[src/design/sdrci_pkg.sv]
package sdrci_pkg;
  localparam int NUM_BANKS = 4;
  localparam int BANK_W = 2;
  localparam int ADDR_W = 13;
  localparam int ROWS_PER_BANK = 8192;
  localparam int COLS_X4 = 2048;
  localparam int COLS_X8 = 1024;
  localparam int COLS_X16 = 512;
  localparam int COL_W = 11;
  localparam int AP_BIT = 10;
  localparam int X4_HI_COL_BIT = 11;
  localparam int DQM_LAT = 2;
  localparam int DQM_LAT_W = 2;
  // Burst length codes as carried on the burst length port.
  localparam logic [2:0] BL_1 = 3'h0;
  localparam logic [2:0] BL_2 = 3'h1;
  localparam logic [2:0] BL_4 = 3'h2;
  localparam logic [2:0] BL_8 = 3'h3;
  localparam logic [2:0] BL_PAGE = 3'h7;
  // Data width variant codes.
  localparam logic [1:0] WID_X4 = 2'h0;
  localparam logic [1:0] WID_X8 = 2'h1;
  localparam logic [1:0] WID_X16 = 2'h2;
  // Command code {cs_n, ras_n, cas_n, we_n}.
  localparam logic [3:0] CMD_LMR = 4'h0;
  localparam logic [3:0] CMD_REF = 4'h1;
  localparam logic [3:0] CMD_PRE = 4'h2;
  localparam logic [3:0] CMD_ACT = 4'h3;
  localparam logic [3:0] CMD_WR = 4'h4;
  localparam logic [3:0] CMD_RD = 4'h5;
  localparam logic [3:0] CMD_BST = 4'h6;
  localparam logic [3:0] CMD_NOP = 4'h7;
  localparam int REFRESH_MS_AUTO = 16;
  localparam int CLK_MHZ = 20;
  localparam int REFRESH_CYC_AUTO = REFRESH_MS_AUTO * 1000 * CLK_MHZ;
  typedef enum logic [2:0] {
    SDRCI_RUN,
    SDRCI_PRE_PD,
    SDRCI_ACT_PD,
    SDRCI_SELF_REF,
    SDRCI_SUSPEND
  } sdrci_pwr_t;
endpackage

[src/design/sdrci_top.sv]
`timescale 1ns/1ps
module sdrci_top #(
  parameter int NUM_BANKS = sdrci_pkg::NUM_BANKS,
  parameter int ROWS = sdrci_pkg::ROWS_PER_BANK,
  parameter logic [1:0] WIDTH_SEL = sdrci_pkg::WID_X16,
  parameter bit EXT_TEMP_GRADE = 1'b1,
  parameter int REFRESH_CYC = sdrci_pkg::REFRESH_CYC_AUTO
) (
  input wire logic clk_i,
  input wire logic rst_b_i,
  input wire logic cke_i,
  input wire logic cs_b_i,
  input wire logic ras_b_i,
  input wire logic cas_b_i,
  input wire logic we_b_i,
  input wire logic [sdrci_pkg::BANK_W-1:0] ba_i,
  input wire logic [sdrci_pkg::ADDR_W-1:0] addr_i,
  input wire logic dqm_i,
  input wire logic [2:0] burst_len_i,
  output logic [NUM_BANKS-1:0] bank_open_o,
  output logic [sdrci_pkg::ADDR_W-1:0] act_row_o,
  output logic [sdrci_pkg::BANK_W-1:0] burst_bank_o,
  output logic [sdrci_pkg::COL_W-1:0] burst_col_o,
  output logic burst_write_o,
  output logic burst_valid_o,
  output logic wr_data_en_o,
  output logic rd_out_en_o,
  output logic int_clk_en_o,
  output logic input_buf_en_o,
  output logic [2:0] pwr_state_o,
  output logic refresh_overdue_o,
  output logic self_ref_refused_o
);
  localparam int COL_W = sdrci_pkg::COL_W;
  localparam int RCW = $clog2(REFRESH_CYC + 1);

  // Pin inputs pass two flops; the second stage is the registered command.
  logic [3:0] cmd_s1;
  logic [3:0] cmd_s2;
  logic cke_s1;
  logic cke_s2;
  logic cke_prev;
  logic dqm_s1;
  logic dqm_s2;
  logic [sdrci_pkg::BANK_W-1:0] ba_s1;
  logic [sdrci_pkg::BANK_W-1:0] ba_s2;
  logic [sdrci_pkg::ADDR_W-1:0] addr_s1;
  logic [sdrci_pkg::ADDR_W-1:0] addr_s2;

  always_ff @(posedge clk_i or negedge rst_b_i) begin
    if (!rst_b_i) begin
      cmd_s1 <= sdrci_pkg::CMD_NOP | 4'h8;
      cmd_s2 <= sdrci_pkg::CMD_NOP | 4'h8;
      cke_s1 <= 1'b0;
      cke_s2 <= 1'b0;
      dqm_s1 <= 1'b0;
      dqm_s2 <= 1'b0;
      ba_s1 <= '0;
      ba_s2 <= '0;
      addr_s1 <= '0;
      addr_s2 <= '0;
    end else begin
      cmd_s1 <= {cs_b_i, ras_b_i, cas_b_i, we_b_i};
      cmd_s2 <= cmd_s1;
      cke_s1 <= cke_i;
      cke_s2 <= cke_s1;
      dqm_s1 <= dqm_i;
      dqm_s2 <= dqm_s1;
      ba_s1 <= ba_i;
      ba_s2 <= ba_s1;
      addr_s1 <= addr_i;
      addr_s2 <= addr_s1;
    end
  end

  function automatic logic [COL_W-1:0] col_mask(input logic [1:0] wsel);
    case (wsel)
      sdrci_pkg::WID_X4: col_mask = COL_W'(sdrci_pkg::COLS_X4 - 1);
      sdrci_pkg::WID_X8: col_mask = COL_W'(sdrci_pkg::COLS_X8 - 1);
      default: col_mask = COL_W'(sdrci_pkg::COLS_X16 - 1);
    endcase
  endfunction

  function automatic logic [COL_W-1:0] col_of(input logic [sdrci_pkg::ADDR_W-1:0] a,
                                               input logic [1:0] wsel);
    logic [COL_W-1:0] c;
    c = {a[sdrci_pkg::X4_HI_COL_BIT], a[9:0]};
    col_of = c & col_mask(wsel);
  endfunction

  logic [sdrci_pkg::BANK_W-1:0] cur_bank;
  logic [sdrci_pkg::BANK_W-1:0] next_cur_bank;
  logic cur_write;
  logic next_cur_write;
  logic cur_ap;
  logic next_cur_ap;
  logic [NUM_BANKS-1:0] open;
  logic [NUM_BANKS-1:0] next_open;
  logic [sdrci_pkg::ADDR_W-1:0] act_row;
  logic [sdrci_pkg::ADDR_W-1:0] next_act_row;
  sdrci_pkg::sdrci_pwr_t pwr;
  sdrci_pkg::sdrci_pwr_t next_pwr;
  logic [RCW-1:0] ref_cnt;
  logic [RCW-1:0] next_ref_cnt;
  logic refused;
  logic next_refused;
  logic [sdrci_pkg::DQM_LAT:0] dqm_pipe;
  logic [sdrci_pkg::DQM_LAT:0] next_dqm_pipe;

  logic run;
  logic dec_en;
  logic is_rd;
  logic is_wr;
  logic is_bst;
  logic ctr_load;
  logic ctr_stop;
  logic ctr_adv;
  logic ctr_busy;
  logic ctr_last;
  logic [COL_W-1:0] ctr_col;

  assign run = (pwr == sdrci_pkg::SDRCI_RUN) && cke_prev;
  assign dec_en = run && !cmd_s2[3];
  assign is_rd = dec_en && cmd_s2 == sdrci_pkg::CMD_RD;
  assign is_wr = dec_en && cmd_s2 == sdrci_pkg::CMD_WR;
  assign is_bst = dec_en && cmd_s2 == sdrci_pkg::CMD_BST;
  assign ctr_load = is_rd || is_wr;
  assign ctr_stop = is_bst;
  assign ctr_adv = run;

  sdrci_burst_ctr #(
    .COL_W(COL_W)
  ) u_ctr (
    .clk_i(clk_i),
    .rst_b_i(rst_b_i),
    .adv_i(ctr_adv),
    .load_i(ctr_load),
    .stop_i(ctr_stop),
    .start_col_i(col_of(addr_s2, WIDTH_SEL)),
    .bl_i(burst_len_i),
    .col_mask_i(col_mask(WIDTH_SEL)),
    .col_o(ctr_col),
    .busy_o(ctr_busy),
    .last_o(ctr_last)
  );

  always_comb begin
    next_cur_bank = cur_bank;
    next_cur_write = cur_write;
    next_cur_ap = cur_ap;
    next_open = open;
    next_act_row = act_row;
    next_pwr = pwr;
    next_refused = 1'b0;
    next_ref_cnt = ref_cnt;
    next_dqm_pipe = dqm_pipe;
    if (ref_cnt != RCW'(REFRESH_CYC)) begin
      next_ref_cnt = ref_cnt + RCW'(1);
    end
    if (run) begin
      next_dqm_pipe = {dqm_pipe[sdrci_pkg::DQM_LAT-1:0], dqm_s2};
    end
    if (dec_en) begin
      case (cmd_s2)
        sdrci_pkg::CMD_ACT: begin
          next_open[ba_s2] = 1'b1;
          next_act_row = addr_s2;
        end
        sdrci_pkg::CMD_RD,
        sdrci_pkg::CMD_WR: begin
          next_cur_bank = ba_s2;
          next_cur_write = (cmd_s2 == sdrci_pkg::CMD_WR);
          next_cur_ap = addr_s2[sdrci_pkg::AP_BIT];
        end
        sdrci_pkg::CMD_PRE: begin
          if (addr_s2[sdrci_pkg::AP_BIT]) begin
            next_open = '0;
          end else begin
            next_open[ba_s2] = 1'b0;
          end
        end
        sdrci_pkg::CMD_REF: begin
          next_ref_cnt = '0;
        end
        default: begin
        end
      endcase
    end
    if (run && ctr_last && cur_ap && !ctr_load) begin
      next_open[cur_bank] = 1'b0;
    end
    case (pwr)
      sdrci_pkg::SDRCI_RUN: begin
        if (cke_prev && !cke_s2) begin
          if (ctr_busy) begin
            next_pwr = sdrci_pkg::SDRCI_SUSPEND;
          end else if (open != '0) begin
            next_pwr = sdrci_pkg::SDRCI_ACT_PD;
          end else if (!cmd_s2[3] && cmd_s2 == sdrci_pkg::CMD_REF) begin
            if (EXT_TEMP_GRADE) begin
              next_pwr = sdrci_pkg::SDRCI_PRE_PD;
              next_refused = 1'b1;
            end else begin
              next_pwr = sdrci_pkg::SDRCI_SELF_REF;
            end
          end else begin
            next_pwr = sdrci_pkg::SDRCI_PRE_PD;
          end
        end
      end
      default: begin
        if (cke_s2) begin
          next_pwr = sdrci_pkg::SDRCI_RUN;
        end
      end
    endcase
  end

  always_ff @(posedge clk_i or negedge rst_b_i) begin
    if (!rst_b_i) begin
      cke_prev <= 1'b0;
      cur_bank <= '0;
      cur_write <= 1'b0;
      cur_ap <= 1'b0;
      open <= '0;
      act_row <= '0;
      pwr <= sdrci_pkg::SDRCI_RUN;
      ref_cnt <= '0;
      refused <= 1'b0;
      dqm_pipe <= '0;
    end else begin
      cke_prev <= cke_s2;
      cur_bank <= next_cur_bank;
      cur_write <= next_cur_write;
      cur_ap <= next_cur_ap;
      open <= next_open;
      act_row <= next_act_row;
      pwr <= next_pwr;
      ref_cnt <= next_ref_cnt;
      refused <= next_refused;
      dqm_pipe <= next_dqm_pipe;
    end
  end

  logic [NUM_BANKS-1:0] next_bank_open_o;
  logic [sdrci_pkg::ADDR_W-1:0] next_act_row_o;
  logic [sdrci_pkg::BANK_W-1:0] next_burst_bank_o;
  logic [COL_W-1:0] next_burst_col_o;
  logic next_burst_write_o;
  logic next_burst_valid_o;
  logic next_wr_data_en_o;
  logic next_rd_out_en_o;
  logic next_int_clk_en_o;
  logic next_input_buf_en_o;
  logic [2:0] next_pwr_state_o;
  logic next_refresh_overdue_o;
  logic next_self_ref_refused_o;

  // Output values, all taken from the registered state.
  always_comb begin
    next_bank_open_o = open;
    next_act_row_o = act_row;
    next_burst_bank_o = cur_bank;
    next_burst_col_o = ctr_col;
    next_burst_write_o = cur_write;
    next_burst_valid_o = ctr_busy && run;
    // The burst column lags the command by one stage, so the mask of a beat sits in stage 0.
    // A read mask acts two clocks later than that, which is the last stage of the pipe.
    // write mask
    next_wr_data_en_o = ctr_busy && run && cur_write && !dqm_pipe[0];
    next_rd_out_en_o = ctr_busy && run && !cur_write && !dqm_pipe[sdrci_pkg::DQM_LAT];
    next_int_clk_en_o = run;
    next_input_buf_en_o = (pwr == sdrci_pkg::SDRCI_RUN) || (pwr == sdrci_pkg::SDRCI_SUSPEND);
    next_pwr_state_o = pwr;
    next_refresh_overdue_o = (ref_cnt == RCW'(REFRESH_CYC));
    next_self_ref_refused_o = refused;
  end

  // Output registers.
  always_ff @(posedge clk_i or negedge rst_b_i) begin
    if (!rst_b_i) begin
      bank_open_o <= '0;
      act_row_o <= '0;
      burst_bank_o <= '0;
      burst_col_o <= '0;
      burst_write_o <= 1'b0;
      burst_valid_o <= 1'b0;
      wr_data_en_o <= 1'b0;
      rd_out_en_o <= 1'b0;
      int_clk_en_o <= 1'b0;
      input_buf_en_o <= 1'b0;
      pwr_state_o <= '0;
      refresh_overdue_o <= 1'b0;
      self_ref_refused_o <= 1'b0;
    end else begin
      bank_open_o <= next_bank_open_o;
      act_row_o <= next_act_row_o;
      burst_bank_o <= next_burst_bank_o;
      burst_col_o <= next_burst_col_o;
      burst_write_o <= next_burst_write_o;
      burst_valid_o <= next_burst_valid_o;
      wr_data_en_o <= next_wr_data_en_o;
      rd_out_en_o <= next_rd_out_en_o;
      int_clk_en_o <= next_int_clk_en_o;
      input_buf_en_o <= next_input_buf_en_o;
      pwr_state_o <= next_pwr_state_o;
      refresh_overdue_o <= next_refresh_overdue_o;
      self_ref_refused_o <= next_self_ref_refused_o;
    end
  end
endmodule // sdrci_top

[src/design/sdrci_burst_ctr.sv]
`timescale 1ns/1ps
// Column generator for one burst: sequential wrap inside the burst block.
module sdrci_burst_ctr #(
  parameter int COL_W = 11
) (
  input wire logic clk_i,
  input wire logic rst_b_i,
  input wire logic adv_i,
  input wire logic load_i,
  input wire logic stop_i,
  input wire logic [COL_W-1:0] start_col_i,
  input wire logic [2:0] bl_i,
  input wire logic [COL_W-1:0] col_mask_i,
  output logic [COL_W-1:0] col_o,
  output logic busy_o,
  output logic last_o
);
  logic [COL_W-1:0] col;
  logic [COL_W-1:0] next_col;
  logic [COL_W-1:0] left;
  logic [COL_W-1:0] next_left;
  logic busy;
  logic next_busy;
  logic [COL_W-1:0] wrap;
  logic [COL_W:0] blen;

  always_comb begin
    case (bl_i)
      sdrci_pkg::BL_1: blen = (COL_W+1)'(1);
      sdrci_pkg::BL_2: blen = (COL_W+1)'(2);
      sdrci_pkg::BL_4: blen = (COL_W+1)'(4);
      sdrci_pkg::BL_8: blen = (COL_W+1)'(8);
      default: blen = {1'b0, col_mask_i} + (COL_W+1)'(1);
    endcase
    wrap = blen[COL_W-1:0] - COL_W'(1);
    next_col = col;
    next_left = left;
    next_busy = busy;
    if (load_i) begin
      next_col = start_col_i & col_mask_i;
      next_left = COL_W'(blen - (COL_W+1)'(1));
      next_busy = 1'b1;
    end else if (stop_i) begin
      next_busy = 1'b0;
    end else if (adv_i && busy) begin
      if (left == '0 && bl_i != sdrci_pkg::BL_PAGE) begin
        next_busy = 1'b0;
      end else begin
        next_col = ((col & ~wrap) | ((col + COL_W'(1)) & wrap)) & col_mask_i;
        next_left = left - COL_W'(1);
      end
    end
  end

  always_ff @(posedge clk_i or negedge rst_b_i) begin
    if (!rst_b_i) begin
      col <= '0;
      left <= '0;
      busy <= 1'b0;
    end else begin
      col <= next_col;
      left <= next_left;
      busy <= next_busy;
    end
  end

  assign col_o = col;
  assign busy_o = busy;
  assign last_o = busy && left == '0 && bl_i != sdrci_pkg::BL_PAGE;
endmodule // sdrci_burst_ctr

[config.mk]
export PLATFORM = sky130hd
export DESIGN_NAME = sdrci_top
export DESIGN_NICKNAME = d
export VERILOG_FILES = /design/src/design/sdrci_pkg.sv /design/src/design/sdrci_top.sv /design/src/design/sdrci_burst_ctr.sv
export SDC_FILE = /design/constraint.sdc
export NUM_CORES = 1
export LEC_CHECK = 0
export BUFFER_PORTS_ARGS = -buffer_cell sky130_fd_sc_hd__buf_2
export CAP_MARGIN = 15
export CORE_UTILIZATION = 57
export CTS_CLUSTER_DIAMETER = 100
export CTS_CLUSTER_SIZE = 8
export DETAILED_ROUTE_END_ITERATION = 7
export PLACE_DENSITY = 0.78
export SYNTH_ARGS = -nofsm -noshare
export SYNTH_HDL_FRONTEND = slang
export SYNTH_SLANG_ARGS = --single-unit
[constraint.sdc]
create_clock -name clk_i -period 3.7 [get_ports clk_i]
set_input_delay 0.74 -clock clk_i [delete_from_list [all_inputs] [get_ports clk_i]]
set_output_delay 0.74 -clock clk_i [all_outputs]
set_load 0.05 [all_outputs]
==> flow_metrics.tcl <==
set metrics [dict create \
    outcome "finished clean" \
    critical_path_class "flop to flop" \
    grt_max_degree 72 \
    cts_resized 0 \
    required_ps 4120 \
    cts.sinks 150 \
    finalNonFillerCells 667 \
    wl_um 10060 \
    wire_per_inst_um 15.09 \
    period_minus_slack_ps 3160 \
    dp.cells 635 \
    syn_area_sq_um 5614 \
    synth.top_cell.area_share 0.6329 \
    cts_htree_levels 4 \
    power_per_cell_area_nw_per_um2 782.4 \
    cts_max_path_buffers 2 \
    grt_pass1_wl_um 16970 \
    cts_tree "done" \
    power_mw 5.191 \
    final_nets 557 \
    cp.arrival_ps 3580 \
    worstSetupStartpointType "flop" \
    seq_area_frac_synth 0.6704 \
    peakVddDrop_v 0.0005953 \
    drive_gt1_frac 0.2472 \
    hold_viol 0 \
    cts_hold_buf 0 \
    post-cts-setup-buffers 0 \
    slew_headroom 0.5275 \
    multiInputGateArea_sq_um 1738 \
    dp_hpwl_um 6734 \
    hp-class "input port to async pin" \
    ys_ff_latch 150 \
    dp_slack_ps 521.4 \
    die-width_um 101.2 \
    rsz0062_at_grt "false" \
    antenna_found_initial 0 \
    synthMostInstantiatedCell "dfrtp_1" \
    skew_ps 8.787 \
    regArea_sq_um 3764 \
    pin_count 67 \
    die_area_sq_um 10250 \
    cp_max_fo 10 \
    hold_slack_ps 209.3 \
    fin_crit_sh 0.8542 \
    ys_async_sr_fraction 1.000 \
    vias 3537 \
    tns_ps 0 \
    drt-initial-drc-count 175 \
    gp_congestion 0.8557 \
    rows 35 \
    synthFlopType "dfrtp_1" \
    fill_cells 688 \
    worstSkewPairLatency_ps 510 \
    synth_edf_count 0 \
    port_buffers 64 \
    synthCells 451 \
    yosys-top-cells-area "dfrtp_1, dfstp_2, nor2_1" \
    drv_slew 0 \
    fp.dieH_um 101.2 \
    fp.coreArea_sq_um 9371 \
    area_growth_pct 18.19 \
    yosys.area.top_type "dfrtp_1" \
    drv_cap 0 \
    num_antenna_cells 0 \
    grt_pass1_vias 3470 \
    root_buffer "clkbuf_8" \
    grt-ovfl-total 0 \
    clkTransAtPathRegs_ps 60 \
    worstMarginPinSlew_ps 702.3 \
    p_leak_nw 3.027 \
    ys_types 51 \
    report.final.setup_viol 0 \
    via_per_inst 5.303 \
    syn_avg_cell_area_sq_um 12.45 \
    drc 0 \
    first_pass_iters 5 \
    fmax_mhz 316.4 \
    timing.critical_path.to_type "flop" \
    track_usage 0.2244 \
    setup_ws_ps 539.5 \
    yosysWarnings 0 \
    cts_buffers 17 \
    synth_common_cells "dfrtp_1, nor2_1, nand2_1, nor3_1, xnor2_1" \
    detail-route-antenna-nets 0 \
    start_util 0.5991 \
]
==> metrics by stage <==
step,instance area [sq um],util
floorplan,5618,-
global route,6635,0.7080
CTS,6635,0.7080
finish,6635,0.7080
global placement,6067,0.6474
detailed placement,6067,0.6474
==> cells in the final DEF, fill, tap and decap left out, drive strengths merged, types with 2 or more instances in the layout <==
master      n
o31ai       2
clkbuf     20
mux2i       2
nand2b      6
nor2       49
a32o        2
clkinvlp    2
dfrtp     142
a211oi      2
nor3       22
dfstp       8
or3         2
conb        2
nand4       7
o21ai      11
xor2       13
nor4        9
nor4b       6
and3        3
buf        70
nand3      18
a21oi      17
inv        13
mux2       13
or4         4
xnor2      20
nor3b       4
clkinv      4
ha          6
a31oi       4
nand2      39
and4        3
==> path summary, 6_finish.rpt <==
kind	start	endpoint	slack, ps	cells past startpoint
worst min register to register	addr_s1[2]	addr_s2[2]	350	0
worst min-delay path	rst_b_i	burst_col_o[0]	210	1
worst max-delay path	next_pwr_state_o[1]	u_ctr.left[8]	540	10
worst max register to register	next_pwr_state_o[1]	u_ctr.left[8]	540	10
min in group clk_i	cs_b_i	cmd_s1[3]	320	1
max in group asynchronous	rst_b_i	act_row[11]	2610	2
==> layout make-up <==
class	instances	share of cell area
clock inverter	12	0.01697
inverter	8	0.004903
tap	129	0.02433
timing repair buffer	70	0.05601
sequential	150	0.5672
multi-input combinational	278	0.2619
clock buffer	20	0.06864
==> power by group <==
part           leakage, nW  switching [mW]  internal, mW  total [mW]
Combinational        0.921           0.854         0.396        1.25
Clock                0.279           0.648         0.953        1.60
Sequential            1.83           0.310          2.03        2.34
==> worst max-delay path, stage by stage (launching register included) <==
cell     delay [ps]
dfrtp_1         400
or4b_1          600
inv_4           150
nand3_1         230
a21oi_1         220
ha_1            310
nand2_1         140
nor4b_4         280
nand2_2         110
or4_1           430
a31oi_1         190
==> flip-flops by register name, indices dropped and copies added, names as in the netlist, 2 cells and up, named ones only <==
name	cells
ba_s2	2
cmd_s1	4
ref_cnt	19
bank_open_o	4
cmd_s2	4
u_ctr.left	11
cur_bank	2
next_pwr_state_o	3
next_bank_open_o	4
act_row	13
addr_s2	13
burst_bank_o	2
dqm_pipe	3
addr_s1	13
act_row_o	13
ba_s1	2
burst_col_o	9
pwr_state_o	3
==> cell families after synthesis <==
| group | synth area share |
|---|---|
| flops | 0.6704 |
| mux | 0.02964 |
| buf+inv | 0.02073 |
| compound gates | 0.04413 |
| simple gates | 0.1696 |
| xor+xnor | 0.05148 |
| fa+ha+maj | 0.01337 |
| other cells | 0.0006680 |
==> metal layers <==
layer | GRT usage | share of wire | up-vias
met4 | 0.06912 | 0.0070 | 0
met3 | 0.07522 | 0.042 | 8
met2 | 0.3401 | 0.49 | 74
met5 | 0 | 0 | -
met1 | 0.3110 | 0.46 | 1749
li1 | - | - | 1706
(Power assumes the default switching activity.)
